File: src/indicator_behavior_config_regs.svh
`ifndef INDICATOR_BEHAVIOR_CONFIG_REGS_SVH
`define INDICATOR_BEHAVIOR_CONFIG_REGS_SVH
// ==================================================
// Geometry
`define IND_NUM_PORTS 4
`define IND_NUM_LEDS 4
// ==================================================
// Register placement (word index, byte address is four times it)
`define IND_CFG_INDEX 5'h1e
`define IND_PORT_BITS 2
// ==================================================
// Field positions
`define IND_COPPER_ONLY 15
`define IND_ACT_SPLIT 14
`define IND_PULSE_EN 12
`define IND_RATE_HI 11
`define IND_RATE_LO 10
`define IND_STRETCH_SEL0 5
`define IND_COMBINE_DIS0 0
`define IND_WR_MASK 16'hddef
`define IND_CFG_RESET 16'h0000
// ==================================================
// Timing
`define IND_CLK_KHZ 50000
`define IND_TICK_MS 25
`define IND_PWM_HZ 5000
`define IND_PWM_DUTY_PCT 20
`define IND_TICK_W 21
`define IND_PWM_W 14
`define IND_STR_W 5
`endif

File: src/indicator_behavior_config_pkg.sv
`include "indicator_behavior_config_regs.svh"
package indicator_behavior_config_pkg;
    // ==================================================
    // Per-port status carried in from the PHY core
    typedef struct packed {
        logic copper_link; // Copper link up
        logic fiber_link; // Fiber link up
        logic tx_act; // Transmit activity
        logic rx_act; // Receive activity
        logic fiber_act; // Fiber activity
        logic duplex; // Full duplex
        logic collision; // Collision seen
    } port_stat_s;
    typedef logic [`IND_NUM_PORTS-1:0] ind_t;
endpackage

File: src/indicator_behavior_config_control.sv
// Contract
// Split bit routes tx and rx separately
// Pulsing drives lit lamps 5 kHz, 20 percent
// Rate field picks blink and stretch timing
// Only first port's rate field is used
// Per-lamp select: stretch or blink
// Per-lamp combine disable shows base only
// Configuration survives all but power reset
// Copper-only bit drops fiber from link lamp
// Stretch holds after event; blink toggles while active
`timescale 1ns/1ns
`default_nettype none
`include "indicator_behavior_config_regs.svh"
module indicator_behavior_config_control
    import indicator_behavior_config_pkg::*;
#(
    parameter int TICK_CYC = `IND_TICK_MS * `IND_CLK_KHZ, // 25 ms base tick
    parameter int PWM_CYC = (`IND_CLK_KHZ * 1000) / `IND_PWM_HZ, // Pulse period
    parameter int PWM_HI_CYC = PWM_CYC * `IND_PWM_DUTY_PCT / 100 // Pulse high time
) (
    input wire logic CLK, // System clock
    input wire logic RST, // Async reset, high
    input wire logic CE, // Clock enable
    input wire logic PSEL, // APB select
    input wire logic PENABLE, // APB enable
    input wire logic PWRITE, // APB direction
    input wire logic [11:0] PADDR, // APB byte address
    input wire logic [31:0] PWDATA, // APB write data
    input wire logic [3:0] PSTRB, // APB byte strobes
    output logic [31:0] PRDATA, // APB read data
    output logic PREADY, // APB ready
    output logic PSLVERR, // APB error
    input wire logic [7:0] STRAP_CFG, // Strap defaults, bits 7:4 and 3:0 for cfg bits 8:5 and 3:0
    input wire port_stat_s [`IND_NUM_PORTS-1:0] PORT_STATUS, // Status pins
    output ind_t INDICATOR_OUT_0, // Lamp 0 per port
    output ind_t INDICATOR_OUT_1, // Lamp 1 per port
    output ind_t INDICATOR_OUT_2, // Lamp 2 per port
    output ind_t INDICATOR_OUT_3 // Lamp 3 per port
);
    localparam int NP = `IND_NUM_PORTS;
    localparam int NL = `IND_NUM_LEDS;

    // ==================================================
    // State
    typedef struct packed {
        port_stat_s [NP-1:0] sync1; // First sync stage
        port_stat_s [NP-1:0] sync2; // Second sync stage
        logic [7:0] strap1; // Strap sync stage 1
        logic [7:0] strap2; // Strap sync stage 2
        logic [1:0] strap_cnt; // Wait for synced strap
        logic strap_done; // Strap defaults loaded
        logic [NP-1:0][15:0] cfg; // Behaviour registers
        logic [`IND_TICK_W-1:0] tick_cnt; // Base tick prescaler
        logic [2:0] tick_div; // Tick divider for blink
        logic phase; // Blink phase
        logic [`IND_PWM_W-1:0] pwm_cnt; // Pulse counter
        logic [NP-1:0][NL-1:0][`IND_STR_W-1:0] stretch; // Stretch timers
        logic [NL-1:0][NP-1:0] outs; // Lamp drive
        logic pready; // Ready flop
        logic pslverr; // Error flop
        logic [31:0] prdata; // Read data flop
    } state_s;

    state_s s_r; // Registered state
    state_s s_nxt; // Next state
    logic [NP-1:0][NL-1:0] base_w; // Steady condition per lamp
    logic [NP-1:0][NL-1:0] evt_w; // Event condition per lamp
    logic [NP-1:0][NL-1:0] disp_w; // Shaped event per lamp
    logic [NP-1:0][NL-1:0] on_w; // Lamp lit before pulsing
    logic [1:0] rate_w; // Global rate
    logic [2:0] mask_w; // Blink divider mask
    logic [`IND_STR_W-1:0] load_w; // Stretch reload
    logic tick_w; // Base tick this cycle
    logic pwm_hi_w; // Pulse high window
    logic access_w; // First access cycle
    logic hit_w; // Address decodes
    logic wr_w; // Write takes effect
    logic [`IND_PORT_BITS-1:0] port_w; // Addressed port
    logic [15:0] wmask_w; // Byte-lane write mask
    port_stat_s st; // Port status scratch

    // ==================================================
    // Next-state logic
    always_comb
    begin
        s_nxt = s_r;
        st = '0;
        // Synchronise pins; stage one feeds stage two only
        s_nxt.sync1 = PORT_STATUS;
        s_nxt.sync2 = s_r.sync1;
        s_nxt.strap1 = STRAP_CFG;
        s_nxt.strap2 = s_r.strap1;
        // One wait state; decode on the first access cycle
        access_w = PSEL && PENABLE && !s_r.pready;
        port_w = PADDR[8:7];
        hit_w = (PADDR[11:9] == 3'h0) && (PADDR[6:2] == `IND_CFG_INDEX) && (PADDR[1:0] == 2'h0);
        wr_w = access_w && PWRITE && hit_w;
        wmask_w = {{8{PSTRB[1]}}, {8{PSTRB[0]}}} & `IND_WR_MASK;
        s_nxt.pready = access_w;
        s_nxt.pslverr = access_w && !hit_w;
        s_nxt.prdata = '0;
        if (access_w && !PWRITE && hit_w)
        begin
            // Reserved bits read zero
            s_nxt.prdata = {16'h0000, s_r.cfg[port_w] & `IND_WR_MASK};
        end
        // Strap defaults load once after release; after that only bus writes touch cfg
        if (!s_r.strap_done)
        begin
            s_nxt.strap_cnt = s_r.strap_cnt + 2'h1;
            if (s_r.strap_cnt == 2'h2)
            begin
                s_nxt.strap_done = 1'b1;
                for (int p = 0; p < NP; p++)
                begin
                    s_nxt.cfg[p][8:5] = s_r.strap2[7:4];
                    s_nxt.cfg[p][3:0] = s_r.strap2[3:0];
                end
            end
        end
        else if (wr_w)
        begin
            // Only bus writes change a configured value
            s_nxt.cfg[port_w] = (s_r.cfg[port_w] & ~wmask_w) | (PWDATA[15:0] & wmask_w);
        end
        // Global timing from the first port only
        rate_w = s_r.cfg[0][`IND_RATE_HI:`IND_RATE_LO];
        mask_w = 3'(3'h7 >> rate_w);
        load_w = `IND_STR_W'((5'h02 << (2'h3 - rate_w)) + 5'h01);
        tick_w = (s_r.tick_cnt == `IND_TICK_W'(TICK_CYC - 1));
        s_nxt.tick_cnt = tick_w ? '0 : s_r.tick_cnt + 1'b1;
        if (tick_w)
        begin
            s_nxt.tick_div = s_r.tick_div + 3'h1;
            // Toggle every 2^(3-rate) ticks of 25 ms
            if ((s_r.tick_div & mask_w) == mask_w)
            begin
                s_nxt.phase = !s_r.phase;
            end
        end
        s_nxt.pwm_cnt = (s_r.pwm_cnt == `IND_PWM_W'(PWM_CYC - 1)) ? '0 : s_r.pwm_cnt + 1'b1;
        pwm_hi_w = (s_r.pwm_cnt < `IND_PWM_W'(PWM_HI_CYC));
        // Per-port lamp conditions
        for (int p = 0; p < NP; p++)
        begin
            st = s_r.sync2[p];
            base_w[p][0] = s_r.cfg[p][`IND_COPPER_ONLY] ? st.copper_link
                : (st.copper_link || st.fiber_link);
            base_w[p][1] = st.fiber_link;
            base_w[p][2] = st.duplex;
            base_w[p][3] = st.copper_link;
            evt_w[p][0] = s_r.cfg[p][`IND_ACT_SPLIT] ? st.tx_act
                : (st.tx_act || st.rx_act);
            evt_w[p][1] = s_r.cfg[p][`IND_ACT_SPLIT] ? st.rx_act : st.fiber_act;
            evt_w[p][2] = st.collision;
            evt_w[p][3] = s_r.cfg[p][`IND_ACT_SPLIT] ? st.tx_act
                : (st.tx_act || st.rx_act);
            for (int j = 0; j < NL; j++)
            begin
                // Stretch timer restarts on every event, counts ticks
                if (evt_w[p][j])
                begin
                    s_nxt.stretch[p][j] = load_w;
                end
                else if (tick_w && (s_r.stretch[p][j] != '0))
                begin
                    s_nxt.stretch[p][j] = s_r.stretch[p][j] - 1'b1;
                end
                if (s_r.cfg[p][`IND_STRETCH_SEL0 + j])
                begin
                    disp_w[p][j] = evt_w[p][j] || (s_r.stretch[p][j] != '0);
                end
                else
                begin
                    disp_w[p][j] = evt_w[p][j] && s_r.phase;
                end
                // Combined lamps flip away from the base level on activity
                on_w[p][j] = s_r.cfg[p][`IND_COMBINE_DIS0 + j] ? base_w[p][j]
                    : (base_w[p][j] ^ disp_w[p][j]);
                s_nxt.outs[j][p] = on_w[p][j] &&
                    (!s_r.cfg[p][`IND_PULSE_EN] || pwm_hi_w);
            end
        end
    end

    // ==================================================
    // State register; cfg is cleared only by RST
    always_ff @(posedge CLK or posedge RST)
    begin
        if (RST)
        begin
            s_r <= '0;
        end
        else if (CE)
        begin
            s_r <= s_nxt;
        end
    end

    // ==================================================
    // Outputs straight from flops
    assign PRDATA = s_r.prdata;
    assign PREADY = s_r.pready;
    assign PSLVERR = s_r.pslverr;
    assign INDICATOR_OUT_0 = s_r.outs[0];
    assign INDICATOR_OUT_1 = s_r.outs[1];
    assign INDICATOR_OUT_2 = s_r.outs[2];
    assign INDICATOR_OUT_3 = s_r.outs[3];
endmodule
`default_nettype wire

File: config.mk
export PLATFORM = sky130hd
export DESIGN_NAME = indicator_behavior_config_control
export DESIGN_NICKNAME = d
export VERILOG_FILES = /design/src/indicator_behavior_config_pkg.sv /design/src/indicator_behavior_config_control.sv
export VERILOG_INCLUDE_DIRS = /design/src /design/src/src
export SDC_FILE = /design/constraint.sdc
export NUM_CORES = 1
export LEC_CHECK = 0
export BUFFER_PORTS_ARGS = -buffer_cell sky130_fd_sc_hd__buf_2
export CAP_MARGIN = 10
export CORE_ASPECT_RATIO = 0.5
export CORE_MARGIN = 4
export CORE_UTILIZATION = 62
export CTS_BUF_LIST = sky130_fd_sc_hd__clkbuf_4 sky130_fd_sc_hd__clkbuf_8
export DETAILED_ROUTE_END_ITERATION = 10
export PLACE_DENSITY = 0.83
export SLEW_MARGIN = 20
export SYNTH_ARGS = -nofsm -noshare
export SYNTH_HDL_FRONTEND = slang
export SYNTH_SLANG_ARGS = --single-unit
File: constraint.sdc
create_clock -name CLK -period 11.65 [get_ports CLK]
set_input_delay 2.9125 -clock CLK [delete_from_list [all_inputs] [get_ports CLK]]
set_output_delay 2.9125 -clock CLK [all_outputs]
set_load 0.01 [all_outputs]
### Word level (Yosys, flattened, before mapping)

Cells that the tools add are included.

* bits of input ports: 90
* register bits: 308

* eq/ne operators: 6
* shift operators: 2
* magnitude comparators: 3
* muxes and demuxes: 97
* reduce and logical (&&, ||, !) cells: 146
* bitwise operators: 22
* $add $sub $neg: 22

Operators by type and width (count)
* 2-to-1 mux 5 bit: 32
* nonzero test 5 bit: 16
* subtractor 5 x 1 -> 5 bit, second input constant: 16
* bitwise mux 64 bit: 1
* 2-to-1 mux 57 bit: 1
* logical AND 1 bit: 54
* 2-to-1 mux 16 bit: 3
* 2-to-1 mux 1 bit: 46
* 2-to-1 mux 4 bit: 10
* AND reduction 2 bit: 18
* nonzero test 2 bit: 17
* bitwise AND 16 bit: 2
* binary-select mux 16 bit (select 2 bit): 1
* demux 16 bit (select 2 bit): 1
* logical OR 1 bit: 28
* adder 21 x 1 -> 21 bit, second input constant: 1
* == test 21 bit, second input constant: 1
* 2-to-1 mux 21 bit: 1
* inverter 16 bit: 1
* bitwise OR 16 bit: 1
* XOR 1 bit: 16
* adder 14 x 1 -> 14 bit, second input constant: 1
* == test 14 bit, second input constant: 1
* less-than comparator 14 x 11 -> 1 bit, second input constant: 1
* other kinds (19): 28

### Longest topological paths before layout

* word-level depth: 7
* gate-level depth with buffers: 9
* mapped depth without buffers: 7

### Worst setup path before layout

No wires, ideal clock.

* path type: input to register
* start: input PADDR[7]
* end: register s_r[225] (netlist bit)
* stages on the path: 6
* library setup time: 123 ps
* arrival: 4306 ps
* setup slack: 7221 ps
* path buffers: 2
* cells stage by stage: buf_2 > buf_2 > mux2_2 > o21ai_0 > o2111ai_1 > o221a_2

* longest elaborated chain between the ends: 7
* elaborated cells on any way between the ends: 12

RTL lines
* start: declaration: RTL line indicator_behavior_config_control.sv:27 `input wire logic [11:0] PADDR,`
* less-than comparator 2 x 3 -> 1 bit (implied by the code), or another cell as far along: RTL line indicator_behavior_config_control.sv:124 `s_nxt.cfg[port_w] = (s_r.cfg[port_w] & ~wmask_w) | (PWDATA[15:0] & wmask_w);`
* logical AND 1 bit (implied by the code) / 2-to-1 mux 16 bit (equally long branches): RTL line indicator_behavior_config_control.sv:124
* 2-to-1 mux 16 bit (implied by the code) / bitwise AND 16 bit (equally long branches): RTL line indicator_behavior_config_control.sv:124
* demux 16 bit (select 2 bit) / bitwise OR 16 bit (equally long branches): RTL line indicator_behavior_config_control.sv:124
* bitwise mux 64 bit *: RTL line indicator_behavior_config_control.sv:124
* 2-to-1 mux 57 bit *: RTL line indicator_behavior_config_control.sv:121 `else if (wr_w)`
* 2-to-1 mux 4 bit *: RTL line indicator_behavior_config_control.sv:108 `if (!s_r.strap_done)`
* end signal: assignment: RTL line indicator_behavior_config_control.sv:196 `s_r <= s_nxt;`
* end: declaration: RTL line indicator_behavior_config_control.sv:64 `state_s s_r;`

Every way passes the cells marked *; elsewhere a longest branch is shown, timed or not. The select of a mux whose other input is x is not followed.
A chain may end at the register's enable or synchronous reset.

### Worst setup path after layout

* start: input CE
* end: register s_r[126] (netlist bit)

* longest elaborated chain between the ends: 1

RTL lines
* start: declaration: RTL line indicator_behavior_config_control.sv:23 `input wire logic CE,`
* AND reduction 2 bit (no source line)

No other way between the ends.

==> impl_metrics.env <==
export IMPL_synth_cell_types=81
export IMPL_core_area_um2=22930
export IMPL_ys_top_cells_by_area="dfrtp_1 (48%), mux2_2 (6.3%), nand2_1 (3.3%)"
export IMPL_grt_overflow=0
export IMPL_stdcell_area_um2=15770
export IMPL_p_clk_share_pct=29.8
export IMPL_h_tree_depth=2
export IMPL_crit_path_max_incr_delay_ns=1.00
export IMPL_p_sw_share_pct=32.18
export IMPL_insertion_delay_ns=0.56
export IMPL_drt_wl_total_um=38010
export IMPL_num_rows=39
export IMPL_num_vias=11820
export IMPL_rsz0062_at_grt="false"
export IMPL_crit_arrival_ns=5.56
export IMPL_worst_slack_ns=6.517
export IMPL_ys_seq_elements=277
export IMPL_switching_power_mw=0.9092
export IMPL_cp_max_fo=67
export IMPL_cp_end_kind="flip-flop"
export IMPL_synth_ff_type="dfrtp_1"
export IMPL_relSlewSlack_pct=17.24
export IMPL_cp_cell_sequence="buf_6, inv_2, buf_4, a21oi_1, nor2b_1, nor3_1"
export IMPL_drtAntennaViolNets=0
export IMPL_critical_path_required_ns=12.08
export IMPL_setup_violations_final=0
export IMPL_io_buffers=99
export IMPL_final_common_cell="dfrtp_1"
export IMPL_max_cap_viol_count=0
export IMPL_final_max_slew_viol_count=0
export IMPL_ios=140
export IMPL_hp_class="flip-flop to flip-flop"
export IMPL_synthCells=1421
export IMPL_worstMarginPinSlew_ns=1.241
export IMPL_dieArea_um2=26140
export IMPL_min_period_over_period_pct=44.06
export IMPL_wl_per_cell_um=21.08
export IMPL_yosysWarnings=0
export IMPL_power_density_nw_per_um2=179.1
export IMPL_cts_repair_resize_count=0
export IMPL_slowest_stage="a21oi_1"
export IMPL_num_antenna_cells=0
export IMPL_drive_gt1_share_pct=22.19
export IMPL_clock_sinks=277
export IMPL_dr_first_iter_drc_count=1450
export IMPL_grt_pass1_wl_um=60680
export IMPL_yosysTopAreaCellShare_pct=47.61
export IMPL_dr_pass1_iters=5
export IMPL_clockBufferDepth=3
export IMPL_cts_made_buffers=40
export IMPL_ir_drop_mv=0.1337
export IMPL_crit_type="input pin to flip-flop"
export IMPL_netlist_area_um2=14560
export IMPL_hold_viol=0
export IMPL_stdcell_count=1803
export IMPL_timing_setup_tns_ns=0
export IMPL_p_int_mw=1.916
export IMPL_grt_max_degree=136
export IMPL_final_util_pct=68.77
export IMPL_clkTransAtPathRegs_ns=0.07
export IMPL_avgSynthCellArea_um2=10.24
export IMPL_outcome="finished clean"
export IMPL_whs_ns=0.4798
export IMPL_cts_root_buf="clkbuf_8"
export IMPL_skew_ns=0.02074
export IMPL_dpl_cell_area_um2=14900
export IMPL_first_global_vias=11580
export IMPL_synth_edf_count=0
export IMPL_hpwl_um=25870
export IMPL_dieWidth_um=224.7
export IMPL_dp_cells=1732
export IMPL_post_route_min_period_ns=5.133
export IMPL_drc=0
export IMPL_leakagePower_nw=6.852
export IMPL_postSynth_asyncResetShare_pct=100.0
export IMPL_post_synth_top_area_cell="dfrtp_1"
export IMPL_postCtsHoldBufs=0
export IMPL_grt_total_usage_pct=28.84
export IMPL_fmax_mhz=194.8
export IMPL_power_frac_seq_pct=47.8
export IMPL_via_per_inst=6.553
export IMPL_postCtsSetupBuffers=0
export IMPL_cts_tree="yes"
export IMPL_antenna_found_initial=0
export IMPL_comb_power_share_pct=22.4
export IMPL_dpl_worst_slack_ns=6.068
export IMPL_cp_start_kind="input pin"
export IMPL_syn_to_final_growth_pct=8.337
export IMPL_gp_congestion=0.9117
export IMPL_die_y_um=116.4
export IMPL_initial_core_util_pct=63.48
export IMPL_nets=1577
export IMPL_ys_seq_area_share_pct=47.61
export IMPL_final_cell_mix="dfrtp_1 (277), nand2_1 (128), buf_2 (98)"
export IMPL_finalPower_mw=2.825
sequential cells by signal, indices dropped and copies added, names as in the netlist:
signal,count
s_r,192
s_nxt,36
PRDATA,13
base_w,12
INDICATOR_OUT_0,4
INDICATOR_OUT_1,4
INDICATOR_OUT_2,4
INDICATOR_OUT_3,4
evt_w,4
rate_w,2
PREADY,1
PSLVERR,1
layer usage:
metal | vias to the layer above | track usage (%) | part of all wire, %
li1 | 5277 | - | -
met3 | 89 | 7.207 | 11
met1 | 5835 | 40.01 | 41
met2 | 614 | 45.60 | 46
met4 | 0 | 9.258 | 2.6
met5 | - | 0 | 0
logic make-up (layout without fill, tap and decap cells):
family	count (synthesis)	count (layout)	synth area share (%)
simple gates	433	433	15.62
compound gates	364	364	17.85
flops	277	277	47.61
buf+inv	177	234	6.180
mux	104	104	8.285
xor+xnor	45	45	2.707
fa+ha+maj	20	20	1.719
other cells	1	19	0.02576
cell usage after synthesis (all sizes together), types with 12 or more instances:
master and count:
mux2i 17, a311oi 12, a21oi 65, xor2 14
buf 79, nand4 26, o21ai 86, nand2 129
clkbuf 44, nor2 81, nand2b 14, a31oi 24
inv 54, xnor2 31, ha 20, o2bb2ai 15
dfrtp 277, mux2 82, nor2b 16, and3 15
a211oi 19, nor3 44, nand3 38, o221a 32
worst paths after layout:
kind,start,end,slack (ns),cells past startpoint
worst max register to register,s_r[158],s_r[107],8.74,6
min in group asynchronous,RST,s_r[177],2.55,2
worst min register to register,s_r[234],s_r[234],0.48,1
worst max-delay path,CE,s_r[126],6.52,6
max in group asynchronous,RST,s_r[63],7.76,3
worst min-delay path,s_r[234],s_r[234],0.48,1
power by group through the flow:
stage	Clock (mW)	Combinational (mW)	Sequential, mW
after detailed placement	0	0.624	1.36
after floorplan	0	0.525	1.28
final	0.841	0.634	1.35
after global routing	0.894	0.697	1.37
after CTS	0.848	0.629	1.34
after global placement	0	0.591	1.34
worst max-delay path: cells and delay by family:
kind                   cells  cell delay, ns
AND/OR/NAND/NOR            2            0.41
buffers and inverters      3            1.22
AO/OA/AOI/OAI              1            1.00
area by class of cell:
cell class                      instances  area, um^2
Sequential cell                       277        6932
Clock inverter                          4       23.77
Multi-Input combinational cell        985        6794
Timing Repair Buffer                  109       580.6
Tap cell                              307       384.1
Clock buffer                           67       847.1
Fill cell                            1673        7163
Inverter                               54       210.2
Note: power is estimated with default switching activity, not from simulation.
